`config.mk`:
```
export PLATFORM = sky130hd
export DESIGN_NAME = tsa_top
export DESIGN_NICKNAME = d
export VERILOG_FILES = /design/src/logic/tsa_pkg.sv /design/src/logic/tsa_top.sv /design/src/logic/tsa_line_sync.sv
export VERILOG_INCLUDE_DIRS = /design/src /design/src/logic
export SDC_FILE = /design/constraint.sdc
export NUM_CORES = 1
export LEC_CHECK = 0
export ABC_AREA = 1
export BUFFER_PORTS_ARGS = -buffer_cell sky130_fd_sc_hd__buf_2
export CAP_MARGIN = 20
export CORE_ASPECT_RATIO = 0.5
export CORE_MARGIN = 3
export CORE_UTILIZATION = 55
export CTS_BUF_LIST = sky130_fd_sc_hd__clkbuf_2 sky130_fd_sc_hd__clkbuf_4 sky130_fd_sc_hd__clkbuf_8
export CTS_CLUSTER_DIAMETER = 60
export DETAILED_ROUTE_END_ITERATION = 7
export PLACE_DENSITY = 0.82
export SKIP_CTS_REPAIR_TIMING = 1
export SLEW_MARGIN = 10
export SYNTH_ARGS = -nofsm -noshare
export SYNTH_HDL_FRONTEND = slang
export SYNTH_SLANG_ARGS = --single-unit
```
`constraint.sdc`:
```
create_clock -name mclk -period 2.9 [get_ports mclk]
set_input_delay 0.435 -clock mclk [delete_from_list [all_inputs] [get_ports mclk]]
set_output_delay 0.435 -clock mclk [all_outputs]
set_load 0.01 [all_outputs]
```
`src/logic/tsa_consts.svh`:
```
/*
  Offsets, field positions and reset values of the two-wire slave address/data block.
  Assumes it is included by bare name; byte address is the register index times four.
*/
`ifndef TSA_CONSTS_SVH
`define TSA_CONSTS_SVH

// Register indices (byte address = index * 4)
`define TSA_IDX_OWN 10'h0BA
`define TSA_IDX_MASK 10'h0BD
`define TSA_IDX_DATA 10'h0C0
`define TSA_IDX_CTRL 10'h0C1
`define TSA_IDX_STAT 10'h0C2
`define TSA_IDX_ISTAT 10'h0C3
`define TSA_IDX_IMASK 10'h0C4

// Byte addresses
`define TSA_ADDR_OWN ({`TSA_IDX_OWN, 2'b00})
`define TSA_ADDR_MASK ({`TSA_IDX_MASK, 2'b00})
`define TSA_ADDR_DATA ({`TSA_IDX_DATA, 2'b00})
`define TSA_ADDR_CTRL ({`TSA_IDX_CTRL, 2'b00})
`define TSA_ADDR_STAT ({`TSA_IDX_STAT, 2'b00})
`define TSA_ADDR_ISTAT ({`TSA_IDX_ISTAT, 2'b00})
`define TSA_ADDR_IMASK ({`TSA_IDX_IMASK, 2'b00})

// Reset values
`define TSA_OWN_RST 8'hFE
`define TSA_MASK_RST 8'h00
`define TSA_DATA_RST 8'hFF
`define TSA_IMASK_RST 3'h0

// Control register bit positions
`define TSA_CTRL_DONE 7
`define TSA_CTRL_ACKEN 6
`define TSA_CTRL_WCOL 3
`define TSA_CTRL_EN 2

// Status register bit positions
`define TSA_STAT_ADDRD 0
`define TSA_STAT_GCALL 1
`define TSA_STAT_XMIT 2
`define TSA_STAT_NACK 3

// Interrupt event bit positions and width
`define TSA_EV_DONE 0
`define TSA_EV_WCOL 1
`define TSA_EV_STOP 2
`define TSA_EV_W 3

// Bus constants
`define TSA_GCALL_ADDR 7'h00
`define TSA_LAST_BIT 3'h7

`endif

```
`src/logic/tsa_pkg.sv`:
```
/*
  Types of the two-wire slave address/data block: engine states and bus responses.
  Assumes the constants header is included by the design files that need it.
*/
package tsa_pkg;

   // Byte engine states
   typedef enum logic [2:0] {
      ST_IDLE,
      ST_ADDR,
      ST_ADDR_ACK,
      ST_RX,
      ST_RX_ACK,
      ST_TX,
      ST_TX_ACK
   } tsa_state_t;

   // AXI response codes
   typedef enum logic [1:0] {
      RESP_OKAY = 2'h0,
      RESP_SLVERR = 2'h2
   } tsa_resp_t;

endpackage : tsa_pkg

```
`src/logic/tsa_top.sv`:
```
/*
  Two-wire slave: byte data register, own address and mask, address match,
  job-done and write-collision flags, interrupts, AXI4-Lite register slave.
  Assumes open-drain pads outside resolve the lines from the enables.
*/
// Decided for this implementation: the AXI4-Lite interface to the registers.
// Functional notes
// - Data register holds next byte to send, or the last byte received.
// - Processor writes to data register land only while job-done flag is set.
// - Bus shifting leaves the data register unchanged while the job-done flag is set.
// - Shifting out a byte shifts the sampled bus value in, bit by bit.
// - Data register always shows last bus byte; no sleep mode here.
// - Master-to-slave switch on lost arbitration keeps the shifted byte intact.
// - Acknowledge bit is handled by the engine, never seen in data register.
// - Own address in bits 7:1, resets to ones, used in slave modes.
// - Bit 0 of own address enables general call address recognition.
// - Comparator checks received address; a match raises an interrupt request.
// - Mask bits 7:1, reset zero, exclude set bits from the comparison.
// - Mask register bit 0 is read-only zero.
// - Job-done set when job finishes; write one clears and resumes the bus.
// - Write collision set on data write while job-done low, cleared otherwise.
`include "tsa_consts.svh"
`timescale 1ns/100ps

module tsa_top (
   // Clock and reset
   input wire logic mclk,
   input wire logic rstn,
   // AXI4-Lite write address and data
   input wire logic [11:0] s_axi_awaddr,
   input wire logic s_axi_awvalid,
   output logic s_axi_awready,
   input wire logic [31:0] s_axi_wdata,
   input wire logic [3:0] s_axi_wstrb,
   input wire logic s_axi_wvalid,
   output logic s_axi_wready,
   // AXI4-Lite write response
   output tsa_pkg::tsa_resp_t s_axi_bresp,
   output logic s_axi_bvalid,
   input wire logic s_axi_bready,
   // AXI4-Lite read
   input wire logic [11:0] s_axi_araddr,
   input wire logic s_axi_arvalid,
   output logic s_axi_arready,
   output logic [31:0] s_axi_rdata,
   output tsa_pkg::tsa_resp_t s_axi_rresp,
   output logic s_axi_rvalid,
   input wire logic s_axi_rready,
   // Two-wire bus lines
   input wire logic sclIn,
   output logic sclOut,
   output logic sclOe,
   input wire logic sdaIn,
   output logic sdaOut,
   output logic sdaOe,
   // Interrupt
   output logic irq
);
   import tsa_pkg::*;

   logic [1:0] rstSyncR;
   logic rstN;
   logic sdaLvl;
   logic sclRise;
   logic sclFall;
   logic startDet;
   logic stopDet;

   // Bus slave state
   logic awHeldR, awHeld_nxt;
   logic wHeldR, wHeld_nxt;
   logic [11:0] awAddrR, awAddr_nxt;
   logic [7:0] wByteR, wByte_nxt;
   logic wLaneR, wLane_nxt;
   logic bvalidR, bvalid_nxt;
   tsa_resp_t brespR, bresp_nxt;
   logic rvalidR, rvalid_nxt;
   logic [7:0] rdataR, rdata_nxt;
   tsa_resp_t rrespR, rresp_nxt;

   // Register and engine state
   logic [7:0] ownR, own_nxt;
   logic [7:1] maskR, mask_nxt;
   logic [7:0] dataR, data_nxt;
   logic doneR, done_nxt;
   logic ackEnR, ackEn_nxt;
   logic wcolR, wcol_nxt;
   logic enR, en_nxt;
   logic [`TSA_EV_W-1:0] istR, ist_nxt;
   logic [`TSA_EV_W-1:0] imaskR, imask_nxt;
   tsa_state_t stateR, state_nxt;
   logic [2:0] bitCntR, bitCnt_nxt;
   logic sampleR, sample_nxt;
   logic sampleValidR, sampleValid_nxt;
   logic addressedR, addressed_nxt;
   logic gcallR, gcall_nxt;
   logic xmitR, xmit_nxt;
   logic nackR, nack_nxt;

   // Decode helpers
   logic doWrite;
   logic [9:0] wrIdx;
   logic wrHit;
   logic rdHit;
   logic [7:0] rdMux;
   logic [7:0] shifted;
   logic ownMatch;
   logic gcMatch;
   logic [`TSA_EV_W-1:0] events;

   // Reset released through two flops; the rest of the design uses the copy
   always_ff @(posedge mclk or negedge rstn) begin
      if (!rstn) begin
         rstSyncR <= 2'h0;
      end else begin
         rstSyncR <= {rstSyncR[0], 1'b1};
      end
   end
   assign rstN = rstSyncR[1];

   tsa_line_sync u_line (
      .mclk(mclk),
      .rstN(rstN),
      .sclIn(sclIn),
      .sdaIn(sdaIn),
      .sclLvl(),
      .sdaLvl(sdaLvl),
      .sclRise(sclRise),
      .sclFall(sclFall),
      .startDet(startDet),
      .stopDet(stopDet)
   );

   // Handshakes; one write and one read under way at a time
   assign s_axi_awready = ~awHeldR & ~bvalidR;
   assign s_axi_wready = ~wHeldR & ~bvalidR;
   assign s_axi_arready = ~rvalidR;
   assign s_axi_bvalid = bvalidR;
   assign s_axi_bresp = brespR;
   assign s_axi_rvalid = rvalidR;
   assign s_axi_rresp = rrespR;
   assign s_axi_rdata = {24'h000000, rdataR};

   assign doWrite = awHeldR & wHeldR & ~bvalidR;
   assign wrIdx = awAddrR[11:2];
   assign wrHit = (wrIdx == `TSA_IDX_OWN) | (wrIdx == `TSA_IDX_MASK) | (wrIdx == `TSA_IDX_DATA) |
                  (wrIdx == `TSA_IDX_CTRL) | (wrIdx == `TSA_IDX_STAT) | (wrIdx == `TSA_IDX_ISTAT) |
                  (wrIdx == `TSA_IDX_IMASK);

   // Read mux; unmapped reads return zero with an error
   always_comb begin
      rdHit = 1'b1;
      unique case (s_axi_araddr[11:2])
         `TSA_IDX_OWN: rdMux = ownR;
         `TSA_IDX_MASK: rdMux = {maskR, 1'b0};
         `TSA_IDX_DATA: rdMux = dataR;
         `TSA_IDX_CTRL: rdMux = {doneR, ackEnR, 2'h0, wcolR, enR, 2'h0};
         `TSA_IDX_STAT: rdMux = {4'h0, nackR, xmitR, gcallR, addressedR};
         `TSA_IDX_ISTAT: rdMux = {5'h00, istR};
         `TSA_IDX_IMASK: rdMux = {5'h00, imaskR};
         default: begin
            rdMux = 8'h00;
            rdHit = 1'b0;
         end
      endcase
   end

   // Bus channel next state
   always_comb begin
      awHeld_nxt = awHeldR;
      wHeld_nxt = wHeldR;
      awAddr_nxt = awAddrR;
      wByte_nxt = wByteR;
      wLane_nxt = wLaneR;
      bvalid_nxt = bvalidR;
      bresp_nxt = brespR;
      rvalid_nxt = rvalidR;
      rdata_nxt = rdataR;
      rresp_nxt = rrespR;
      if (s_axi_awvalid && s_axi_awready) begin
         awHeld_nxt = 1'b1;
         awAddr_nxt = s_axi_awaddr;
      end
      if (s_axi_wvalid && s_axi_wready) begin
         wHeld_nxt = 1'b1;
         wByte_nxt = s_axi_wdata[7:0];
         wLane_nxt = s_axi_wstrb[0];
      end
      if (bvalidR && s_axi_bready) begin
         bvalid_nxt = 1'b0;
      end
      if (doWrite) begin
         awHeld_nxt = 1'b0;
         wHeld_nxt = 1'b0;
         bvalid_nxt = 1'b1;
         bresp_nxt = wrHit ? RESP_OKAY : RESP_SLVERR;
      end
      if (s_axi_arvalid && s_axi_arready) begin
         rvalid_nxt = 1'b1;
         rdata_nxt = rdMux;
         rresp_nxt = rdHit ? RESP_OKAY : RESP_SLVERR;
      end else if (rvalidR && s_axi_rready) begin
         rvalid_nxt = 1'b0;
      end
   end

   always_ff @(posedge mclk or negedge rstN) begin
      if (!rstN) begin
         awHeldR <= 1'b0;
         wHeldR <= 1'b0;
         awAddrR <= 12'h000;
         wByteR <= 8'h00;
         wLaneR <= 1'b0;
         bvalidR <= 1'b0;
         brespR <= RESP_OKAY;
         rvalidR <= 1'b0;
         rdataR <= 8'h00;
         rrespR <= RESP_OKAY;
      end else begin
         awHeldR <= awHeld_nxt;
         wHeldR <= wHeld_nxt;
         awAddrR <= awAddr_nxt;
         wByteR <= wByte_nxt;
         wLaneR <= wLane_nxt;
         bvalidR <= bvalid_nxt;
         brespR <= bresp_nxt;
         rvalidR <= rvalid_nxt;
         rdataR <= rdata_nxt;
         rrespR <= rresp_nxt;
      end
   end

   // Address compare on the byte as it completes; direction bit left out
   assign shifted = {dataR[6:0], sampleR};
   assign ownMatch = (((shifted[7:1] ^ ownR[7:1]) & ~maskR) == 7'h00);
   assign gcMatch = ownR[0] & (shifted[7:1] == `TSA_GCALL_ADDR);

   // Engine and register file next state
   always_comb begin
      own_nxt = ownR;
      mask_nxt = maskR;
      data_nxt = dataR;
      done_nxt = doneR;
      ackEn_nxt = ackEnR;
      wcol_nxt = wcolR;
      en_nxt = enR;
      ist_nxt = istR;
      imask_nxt = imaskR;
      state_nxt = stateR;
      bitCnt_nxt = bitCntR;
      sample_nxt = sampleR;
      sampleValid_nxt = sampleValidR;
      addressed_nxt = addressedR;
      gcall_nxt = gcallR;
      xmit_nxt = xmitR;
      nack_nxt = nackR;
      events = '0;
      // Software writes; only byte lane 0 carries register bits
      if (doWrite && wLaneR) begin
         unique case (wrIdx)
            `TSA_IDX_OWN: own_nxt = wByteR;
            `TSA_IDX_MASK: mask_nxt = wByteR[7:1];
            `TSA_IDX_DATA: begin
               if (doneR) begin
                  data_nxt = wByteR;
                  wcol_nxt = 1'b0;
               end else begin
                  wcol_nxt = 1'b1;
                  events[`TSA_EV_WCOL] = 1'b1;
               end
            end
            `TSA_IDX_CTRL: begin
               ackEn_nxt = wByteR[`TSA_CTRL_ACKEN];
               en_nxt = wByteR[`TSA_CTRL_EN];
               if (wByteR[`TSA_CTRL_DONE]) begin
                  done_nxt = 1'b0;
               end
            end
            `TSA_IDX_ISTAT: ist_nxt = istR & ~wByteR[`TSA_EV_W-1:0];
            `TSA_IDX_IMASK: imask_nxt = wByteR[`TSA_EV_W-1:0];
            default: ;
         endcase
      end
      // Byte engine; frozen while the job-done flag holds the bus
      if (!enR) begin
         state_nxt = ST_IDLE;
         sampleValid_nxt = 1'b0;
         addressed_nxt = 1'b0;
      end else if (startDet) begin
         state_nxt = ST_ADDR;
         bitCnt_nxt = 3'h0;
         sampleValid_nxt = 1'b0;
         addressed_nxt = 1'b0;
         gcall_nxt = 1'b0;
      end else if (stopDet) begin
         state_nxt = ST_IDLE;
         events[`TSA_EV_STOP] = addressedR;
         addressed_nxt = 1'b0;
      end else if (!doneR) begin
         if (sclRise && stateR != ST_IDLE) begin
            sample_nxt = sdaLvl;
            sampleValid_nxt = 1'b1;
         end
         if (sclFall && sampleValidR) begin
            sampleValid_nxt = 1'b0;
            unique case (stateR)
               ST_IDLE: ;
               ST_ADDR, ST_RX, ST_TX: begin
                  // One register shifts both ways, so the byte survives any mode change
                  data_nxt = shifted;
                  bitCnt_nxt = bitCntR + 3'h1;
                  if (bitCntR == `TSA_LAST_BIT) begin
                     if (stateR == ST_ADDR) begin
                        if (ackEnR && (ownMatch || gcMatch)) begin
                           state_nxt = ST_ADDR_ACK;
                           addressed_nxt = 1'b1;
                           gcall_nxt = gcMatch & ~ownMatch;
                           xmit_nxt = shifted[0];
                        end else begin
                           state_nxt = ST_IDLE;
                        end
                     end else if (stateR == ST_RX) begin
                        state_nxt = ST_RX_ACK;
                     end else begin
                        state_nxt = ST_TX_ACK;
                     end
                  end
               end
               ST_ADDR_ACK: begin
                  done_nxt = 1'b1;
                  events[`TSA_EV_DONE] = 1'b1;
                  nack_nxt = 1'b0;
                  state_nxt = xmitR ? ST_TX : ST_RX;
               end
               ST_RX_ACK: begin
                  // Acknowledge kept out of the data register
                  done_nxt = 1'b1;
                  events[`TSA_EV_DONE] = 1'b1;
                  nack_nxt = ~ackEnR;
                  state_nxt = ST_RX;
               end
               ST_TX_ACK: begin
                  done_nxt = 1'b1;
                  events[`TSA_EV_DONE] = 1'b1;
                  nack_nxt = sampleR;
                  state_nxt = sampleR ? ST_IDLE : ST_TX;
                  addressed_nxt = ~sampleR;
               end
            endcase
         end
      end
      // Sticky events; a set in the clearing cycle wins
      ist_nxt = ist_nxt | events;
   end

   always_ff @(posedge mclk or negedge rstN) begin
      if (!rstN) begin
         ownR <= `TSA_OWN_RST;
         maskR <= 7'(`TSA_MASK_RST >> 1);
         dataR <= `TSA_DATA_RST;
         doneR <= 1'b0;
         ackEnR <= 1'b0;
         wcolR <= 1'b0;
         enR <= 1'b0;
         istR <= '0;
         imaskR <= `TSA_IMASK_RST;
         stateR <= ST_IDLE;
         bitCntR <= 3'h0;
         sampleR <= 1'b1;
         sampleValidR <= 1'b0;
         addressedR <= 1'b0;
         gcallR <= 1'b0;
         xmitR <= 1'b0;
         nackR <= 1'b0;
      end else begin
         ownR <= own_nxt;
         maskR <= mask_nxt;
         dataR <= data_nxt;
         doneR <= done_nxt;
         ackEnR <= ackEn_nxt;
         wcolR <= wcol_nxt;
         enR <= en_nxt;
         istR <= ist_nxt;
         imaskR <= imask_nxt;
         stateR <= state_nxt;
         bitCntR <= bitCnt_nxt;
         sampleR <= sample_nxt;
         sampleValidR <= sampleValid_nxt;
         addressedR <= addressed_nxt;
         gcallR <= gcall_nxt;
         xmitR <= xmit_nxt;
         nackR <= nack_nxt;
      end
   end

   // Open-drain lines: only ever pull low; clock held low while the job-done flag is set and the slave is still addressed
   assign sclOut = 1'b0;
   assign sdaOut = 1'b0;
   assign sclOe = enR & doneR & addressedR;
   assign sdaOe = enR & ((stateR == ST_ADDR_ACK) | ((stateR == ST_RX_ACK) & ackEnR) |
                         ((stateR == ST_TX) & ~dataR[7]));

   // Level interrupt while any unmasked event is pending
   assign irq = |(istR & imaskR);

endmodule : tsa_top

```
`src/logic/tsa_line_sync.sv`:
```
/*
  Line front end: synchronises the clock and data lines of the two-wire bus and
  finds their edges and the start and stop conditions.
  Assumes both lines are asynchronous to mclk and idle high.
*/
`timescale 1ns/100ps

module tsa_line_sync (
   // Clock and reset
   input wire logic mclk,
   input wire logic rstN,
   // Raw lines
   input wire logic sclIn,
   input wire logic sdaIn,
   // Conditioned lines and events
   output logic sclLvl,
   output logic sdaLvl,
   output logic sclRise,
   output logic sclFall,
   output logic startDet,
   output logic stopDet
);

   logic sclMetaR;
   logic sclSyncR;
   logic sclPrevR;
   logic sdaMetaR;
   logic sdaSyncR;
   logic sdaPrevR;

   // Two flops per line, then one more stage purely for edge finding
   always_ff @(posedge mclk or negedge rstN) begin
      if (!rstN) begin
         sclMetaR <= 1'b1;
         sclSyncR <= 1'b1;
         sclPrevR <= 1'b1;
         sdaMetaR <= 1'b1;
         sdaSyncR <= 1'b1;
         sdaPrevR <= 1'b1;
      end else begin
         sclMetaR <= sclIn;
         sclSyncR <= sclMetaR;
         sclPrevR <= sclSyncR;
         sdaMetaR <= sdaIn;
         sdaSyncR <= sdaMetaR;
         sdaPrevR <= sdaSyncR;
      end
   end

   // Start and stop only count while the clock line stays high on both samples
   assign sclLvl = sclSyncR;
   assign sdaLvl = sdaSyncR;
   assign sclRise = sclSyncR & ~sclPrevR;
   assign sclFall = ~sclSyncR & sclPrevR;
   assign startDet = sclSyncR & sclPrevR & sdaPrevR & ~sdaSyncR;
   assign stopDet = sclSyncR & sclPrevR & ~sdaPrevR & sdaSyncR;

endmodule : tsa_line_sync

```
==> results of run 1 <==
-- synth_stat cells, types with 4 or more instances --
master    instances
nand3_1          31
nand2_1         115
nand4_1          15
nor3_1           10
dfstp_2          22
dfrtp_1          64
nor2_1           46
o22ai_1           8
buf_4            28
o211ai_1         10
inv_1            87
o21ai_2           4
a21oi_1          23
o21ai_1           7
o21ai_0          45
mux2_2            4
-- worst min-delay path by stage --
stage | start | to | slack [ps] | depth (start not counted)
final | sdaIn | u_line.sdaMetaR$_DFF_PN1_ | 170 | 1
after detailed placement | rstn | rstSyncR[0]$_DFF_PN0_ | 220 | 1
after global routing | sdaIn | u_line.sdaMetaR$_DFF_PN1_ | 140 | 1
after floorplan | rstn | rstSyncR[0]$_DFF_PN0_ | 140 | 0
after global placement | rstn | rstSyncR[0]$_DFF_PN0_ | 220 | 1
after CTS | rstn | rstSyncR[1]$_DFF_PN0_ | -190 | 1
-- power breakdown --
group / total [uW] / leakage, uW / internal (uW) / switching (uW)
logic: 564 / 0.00142 / 193 / 370
clock network: 977 / 0.000117 / 552 / 425
registers: 1510 / 0.00103 / 1380 / 130
total: 3050 / 0.00257 / 2130 / 926
-- area by class of cell --
cell class	count	area [sq um]	share of cell area, %
Sequential cell	86	2180	43.0
Multi-Input combinational cell	377	1870	36.8
Inverter	89	339	6.68
Timing Repair Buffer	58	320	6.31
Clock buffer	13	166	3.28
Tap cell	108	135	2.66
Clock inverter	3	67.6	1.33
-- flip-flops by register name, indices dropped and copies added, names as in the netlist, 2 cells and up --
name	count
awAddrR	10
dataR	8
ownR	8
rdataR	8
wByteR	8
maskR	7
bitCntR	3
imaskR	3
istR	3
stateR	3
rstSyncR	2
-- cells by family after synthesis --
kind of cell | after synthesis | synth area share, %
compound gates | 110 | 14.2
fa+ha+maj | 2 | 0.550
buf+inv | 126 | 13.3
flops | 86 | 47.9
mux | 4 | 0.990
other cells | 2 | 0.165
simple gates | 232 | 22.9
-- per-stage QoR --
| step | cells | util, % |
|---|---|---|
| 6_report | 734 | 66.1 |
| 4_1_cts | 732 | 65.6 |
| 3_5_place_dp | 716 | 62.6 |
| 3_3_place_gp | 716 | 62.6 |
| 5_1_grt | 734 | 66.1 |
| 2_1_floorplan | 589 | - |
-- critical path: cells and delay by family (launching register included) --
family                 cells  cell delay (ps)
AOI/OAI and AO/OA          2              330
DFF                        1              460
buffers and inverters      4              410
and+or+nand+nor            2              150
-- per-layer routing --
| metal | vias up | share of wire (%) |
|---|---|---|
| met3 | 18 | 8.0 |
| met2 | 169 | 44 |
| met1 | 1824 | 46 |
| li1 | 1901 | - |
| met4 | 0 | 1.9 |
| met5 | - | 0 |
==> impl_metrics.tcl, run 1 <==
set metrics [dict create \
    status "complete, no violations" \
    use_met3_pct 7.27 \
    grt_use_met2_pct 33.8 \
    fillers 640 \
    via_per_inst 5.33 \
    seq_area_frac_synth_pct 47.9 \
    cts_sinks 86 \
    cts_root_buf "clkbuf_8" \
    worstSetupEndpointType "primary output" \
    dp_slack_ps 938 \
    h-tree-depth 3 \
    final_cell_mix "115 x nand2_1, 87 x inv_1, 63 x dfrtp_1" \
    hold_viol_final 0 \
    skew_ps 13.1 \
    dp_hpwl_mm 7.50 \
    routedWlPerCell_um 14.0 \
    cts_tree "yes" \
    start_kind "register" \
    timing.final.ws_setup_ps 736 \
    grt_max_degree 83 \
    rr_endpoint "xmitR$_DFFE_PN0P_" \
    async_flop_share_pct 100 \
    period_minus_slack_ps 2160 \
    synthTopCellsByArea "dfrtp_1 35%, dfstp_2 13%, nand2_1 9.5%" \
    n_antenna_cell 0 \
    drt_iter0_markers 327 \
    p_leak_uw 0.00257 \
    busiest_layer "met2" \
    reg2reg_from "u_line.sclPrevR$_DFF_PN1_" \
    synth-seq-cells 86 \
    clk_latency_ps 380 \
    post_dp_cell_area_sq_um 4810 \
    wirelength_mm 10.3 \
    cpPeakStageDelay_ps 460 \
    power_uw 3050 \
    die_w_um 135 \
    fp.dieH_um 70.3 \
    reg2reg_depth 11 \
    antenna_found_initial 0 \
    placementRows 22 \
    drc 0 \
    fmax_mhz 462 \
    synth_edf_count 0 \
    worst_pin_slew_ps 640 \
    fp.dieArea_sq_um 9460 \
    via_count 3912 \
    dominantRegCellSynth "dfrtp_1" \
    final_max_slew_viol_count 0 \
    worstPathRequired_ps 2470 \
    ioPinCount 115 \
    synth.distinct_cells 42 \
    clkTransAtPathRegs_ps 80 \
    rsz0062_at_grt "false" \
    hp-class "in -> reg" \
    cellPowerDensity_nw_per_um2 601 \
    netlist_area_sq_um 4550 \
    port_buffers 55 \
    fin_crit_sh_pct 74.6 \
    slowest_stage "dfrtp_1" \
    nNetsFinal 692 \
    whs_ps 167 \
    fin_area_sq_um 5080 \
    crit_path_end "sdaOe" \
    crit_type "reg -> out" \
    syn-instance-count 562 \
    area_delta_synth_final_pct 11.7 \
    syn-mean-instance-area_sq_um 8.09 \
    cap_violations 0 \
    place_congestion 0.913 \
    final_antenna_net_count 0 \
    met1_usage_pct 31.7 \
    grt_pass1_wl_mm 16.9 \
    initial_core_util_pct 59.2 \
    layout_commonest_cell "nand2_1" \
    cp_max_fo 6 \
    ys_warn_count 0 \
    gr-total-overflow 0 \
    setup_viol 0 \
    crit_start "stateR[0]$_DFFE_PN0P_" \
    cp_common_cell "inv_1" \
    cp.arrival_ps 1730 \
    synth_top_area_share_pct 35.2 \
    grt_pass1_vias 3550 \
    synth_top_area_cell "dfrtp_1" \
    first_pass_iters 5 \
    ir_worst_vdd_uv 546 \
    crit_path_cell_trace "inv_1 > nand2_1 > nor2_1 > inv_1 > o21ai_0 > o21ai_0 > inv_1 > buf_2" \
    maxSlewHeadroom_pct 57.2 \
    cts_made_buffers 9 \
    design.core.area_sq_um 7680 \
    cts_buffer_depth 2 \
    r2r_slack_ps 940 \
    grtUsageTotal_pct 22.8 \
    drive_gt1_share_pct 18.8 \
    setup_tns_ps 0 \
]
No activity file was read; power rests on OpenSTA's default activity.
==> run 2, diff against run 1 <==
clock period = 2.2 ns   (was 2.9 ns; I/O delays follow)
==> impl_metrics.tcl, run 2 (synthesis results as in run 1) <==
set metrics [dict create \
    status "complete, no violations" \
    setup_tns_ps 0 \
    largest_register_ffs 10 \
    fp.dieArea_sq_um 9460 \
    cpPeakStageDelay_ps 470 \
    cts_made_buffers 9 \
    worstPathRequired_ps 1870 \
    grt_pass1_vias 3634 \
    area_delta_synth_final_pct 11.5 \
    placementRows 22 \
    layout_commonest_cell "nand2_1" \
    drt_iter0_markers 380 \
    place_congestion 0.919 \
    skew_ps 10.1 \
    cts_buffer_depth 2 \
    seq_area_sq_um 2180 \
    fillers 631 \
    worst_pin_slew_ps 623 \
    via_count 3928 \
    h-tree-depth 3 \
    r2r_slack_ps 330 \
    reg2reg_from "awAddrR[11]$_DFFE_PN0P_" \
    ioPinCount 115 \
    ir_worst_vdd_uv 781 \
    fmax_mhz 518 \
    n_antenna_cell 0 \
    cp_common_cell "inv_1" \
    design.core.area_sq_um 7680 \
    cp_max_fo 6 \
    port_buffers 55 \
    worstSetupEndpointType "primary output" \
    grt_pass1_wl_mm 17.4 \
    fp.dieH_um 70.3 \
    first_pass_iters 5 \
    drive_gt1_share_pct 19.1 \
    die_w_um 135 \
    cpLargestDelayFamily "flip-flops" \
    final_antenna_net_count 0 \
    rsz0062_at_grt "false" \
    wirelength_mm 10.1 \
    final_cell_mix "115 x nand2_1, 87 x inv_1, 63 x dfrtp_1" \
    crit_type "reg -> out" \
    p_leak_uw 0.00256 \
    min_from "sclIn" \
    crit_start "stateR[0]$_DFFE_PN0P_" \
    dp_slack_ps 337 \
    maxSlewHeadroom_pct 58.4 \
    critical_path_buf_inv_count 4 \
    grtUsageTotal_pct 23.2 \
    clkTransAtPathRegs_ps 80 \
    period_minus_slack_ps 1930 \
    via_per_inst 5.34 \
    cp.arrival_ps 1600 \
    cts_root_buf "clkbuf_8" \
    cts_sinks 86 \
    timing.final.ws_setup_ps 268 \
    dp_hpwl_mm 7.64 \
    cap_violations 0 \
    slowest_stage "dfrtp_1" \
    routedWlPerCell_um 13.7 \
    final_max_slew_viol_count 0 \
    setup_viol 0 \
    start_kind "register" \
    grt_max_degree 38 \
    clk_latency_ps 370 \
    nNetsFinal 694 \
    gr-total-overflow 0 \
    fin_crit_sh_pct 87.8 \
    cellPowerDensity_nw_per_um2 783 \
    initial_core_util_pct 59.2 \
    cts_tree "yes" \
    hold_viol_final 0 \
    multi_input_area_sq_um 1870 \
    crit_path_cell_trace "inv_1 > nand2_1 > nor2_1 > inv_1 > o21ai_0 > o21ai_0 > inv_1 > buf_2" \
    top_register "awAddrR" \
    antenna_found_initial 0 \
    hp-class "in -> reg" \
    drc 0 \
]
run 2: worst reg2reg max path, cell delays in order, from the launching register on:
cell and delay [ps]:
dfrtp_1 400, nor2_2 190, nand2_1 140, nor2_1 110, nand3_1 100, nor2_2 150, nand2_1 320, o211ai_1 280
o21ai_1 100
run 2: final timing paths:
check / end / cells past startpoint
worst max-delay path: sdaOe / 8
worst min-delay path: u_line.sclMetaR$_DFF_PN1_ / 1
worst max register to register: dataR[0]$_DFF_PN1_ / 8
worst min register to register: wByteR[3]$_DFFE_PN0P_ / 0
max in group asynchronous: ownR[6]$_DFFE_PN1P_ / 1
min in group asynchronous: wByteR[3]$_DFFE_PN0P_ / 0
run 2: through the flow:
stage | cell area, sq um | util [%] | power (uW) | hold WS, ps | std cells
final | 5070 | 66.0 | 3970 | 58.7 | 736
after global routing | 5070 | 66.0 | 4220 | 39.0 | 736
after CTS | 5060 | 65.9 | 4000 | -287 | 735
after detailed placement | 4840 | 63.0 | 2770 | 118 | 719
after global placement | 4840 | 63.0 | 2720 | 116 | 719
after floorplan | 4650 | - | 2540 | 34.4 | 589
run 2: final cells by class:
type                    instances  share of cell area, %
flip-flops and latches         86                   43.0
repair buffers                 60                   6.46
clock inverters                 7                   1.90
well taps                     108                   2.66
multi-input cells             377                   36.8
inverters                      89                   6.68
clock buffers                   9                   2.44
run 2: layer usage:
metal,share of wire (%),up-vias,global-route usage (%)
li1,-,1907,-
met1,46,1843,33.0
met2,45,160,35.5
met3,7.6,18,6.26
met4,1.7,0,5.98
met5,0,-,0
run 2: where the power goes:
part	switching [uW]	leakage (uW)	internal, uW
logic	496	0.00143	254
clock network	579	0.000102	640
registers	178	0.00103	1820
==> run 3, diff against run 2 <==
CORE_ASPECT_RATIO = 0.6   (was 0.5)
==> impl_metrics.tcl, run 3 (synthesis results as in run 1) <==
set metrics [dict create \
    final_max_slew_viol_count 0 \
    gr-total-overflow 0 \
    ioPinCount 115 \
    crit_type "reg -> out" \
    reg2reg_from "awAddrR[11]$_DFFE_PN0P_" \
    cts_made_buffers 9 \
    place_congestion 0.923 \
    fp.dieH_um 76.4 \
    layout_commonest_cell "nand2_1" \
    setup_viol 0 \
    placementRows 25 \
    drt_iter0_markers 335 \
    clk_latency_ps 380 \
    setup_tns_ps 0 \
    cap_violations 0 \
    crit_path_cell_trace "nor2_1 > nand2_1 > o21ai_0 > o21ai_0 > inv_1 > buf_2" \
    dp_hpwl_mm 8.18 \
    area_delta_synth_final_pct 11.7 \
    worst_pin_slew_ps 635 \
    status "complete, no violations" \
    final_cell_mix "115 x nand2_1, 87 x inv_1, 63 x dfrtp_1" \
    min_from "sclIn" \
    fp.dieArea_sq_um 9430 \
    nNetsFinal 692 \
    period_minus_slack_ps 2060 \
    cts_root_buf "clkbuf_8" \
    slowest_stage "dfrtp_1" \
    wirelength_mm 11.0 \
    largest_register_ffs 10 \
    via_count 3974 \
    post-route-util_pct 63.9 \
    h-tree-depth 3 \
    worstPathRequired_ps 1870 \
    grtUsageTotal_pct 24.8 \
    die_w_um 123 \
    hp-class "in -> reg" \
    grt_pass1_wl_mm 18.3 \
    via_per_inst 5.41 \
    drive_gt1_share_pct 18.8 \
    cp_common_cell "o21ai_0" \
    port_buffers 55 \
    initial_core_util_pct 57.2 \
    top_register "awAddrR" \
    drc 0 \
    start_kind "register" \
    dpl.cell_count 717 \
    worstSetupEndpointType "primary output" \
    clkTransAtPathRegs_ps 80 \
    p_leak_uw 0.00257 \
    final_antenna_net_count 0 \
    skew_ps 11.7 \
    first_pass_iters 5 \
    fin_crit_sh_pct 93.8 \
    design.core.area_sq_um 7950 \
    grt_pass1_vias 3739 \
    antenna_found_initial 0 \
    grt_max_degree 56 \
    cpPeakStageDelay_ps 460 \
    hold_viol_final 0 \
    multi_input_area_sq_um 1870 \
    routedWlPerCell_um 15.0 \
    maxSlewHeadroom_pct 57.6 \
    fmax_mhz 484 \
    rsz0062_at_grt "false" \
    fillers 684 \
    cts_buffer_depth 2 \
    crit_start "stateR[1]$_DFFE_PN0P_" \
    cts_tree "yes" \
    cts_sinks 86 \
    ir_worst_vdd_uv 649 \
    seq_area_sq_um 2180 \
    cellPowerDensity_nw_per_um2 810 \
    cp_max_fo 8 \
    cp.arrival_ps 1730 \
    fin_cells 734 \
    n_antenna_cell 0 \
]
run 3: changes by cell type in the layout (fill, tap and decap cells not counted):
cell        change
clkbuf_4        +1
bufinv_16       +1
clkinv_4        +1
inv_6           -1
buf_4           -2
clkinvlp_4      -2
run 3: critical path, delay by kind of cell (launching register included):
family,cells,cell delay [ps]
AOI/OAI and AO/OA,2,320
and+or+nand+nor,2,390
DFF,1,460
buffers and inverters,2,200
run 3: path summary, 6_finish.rpt:
| kind | endpoint | slack [ps] | cells after the start |
|---|---|---|---|
| min | u_line.sclMetaR$_DFF_PN1_ | 50 | 1 |
| max reg2reg | dataR[4]$_DFF_PN1_ | 250 | 8 |
| max | sdaOe | 140 | 6 |
| max in group asynchronous | u_line.sclLvl$_DFF_PN1_ | 1260 | 1 |
| min reg2reg | wByteR[4]$_DFFE_PN0P_ | 260 | 0 |
| min in group asynchronous | rstSyncR[0]$_DFF_PN0_ | 260 | 2 |
run 3: power by group:
group / internal (uW) / total, uW / leakage, uW / switching [uW]
Clock: 766 / 1340 / 0.000120 / 574
Sequential: 1820 / 2010 / 0.00103 / 186
Combinational: 252 / 765 / 0.00142 / 513
Total: 2840 / 4110 / 0.00257 / 1270
run 3: per-stage QoR:
step	cell area (sq um)	power (uW)	worst slack, ps	hold slack, ps
finish	5080	4110	136	52.1
global route	5080	4340	32.2	28.8
CTS	5070	4130	193	-290
detailed placement	4830	2780	291	118
global placement	4830	2720	311	116
floorplan	4650	2540	576	34.4
run 3: cell type report:
class / instances / area share [%]
sequential: 86 / 43.0
multi-input combinational: 377 / 36.7
clock buffer: 10 / 2.59
inverter: 89 / 6.67
timing repair buffer: 58 / 6.16
tap: 108 / 2.66
clock inverter: 6 / 2.19
run 3: per-layer routing:
| layer | share of wire [%] | routed length, um | vias up | GRT usage, % |
|---|---|---|---|---|
| met5 | 0 | 0 | - | 0 |
| met2 | 42 | 4600 | 190 | 35.0 |
| met3 | 9.5 | 1040 | 15 | 7.20 |
| met1 | 47 | 5190 | 1869 | 37.4 |
| li1 | - | - | 1900 | - |
| met4 | 1.3 | 139 | 0 | 6.63 |
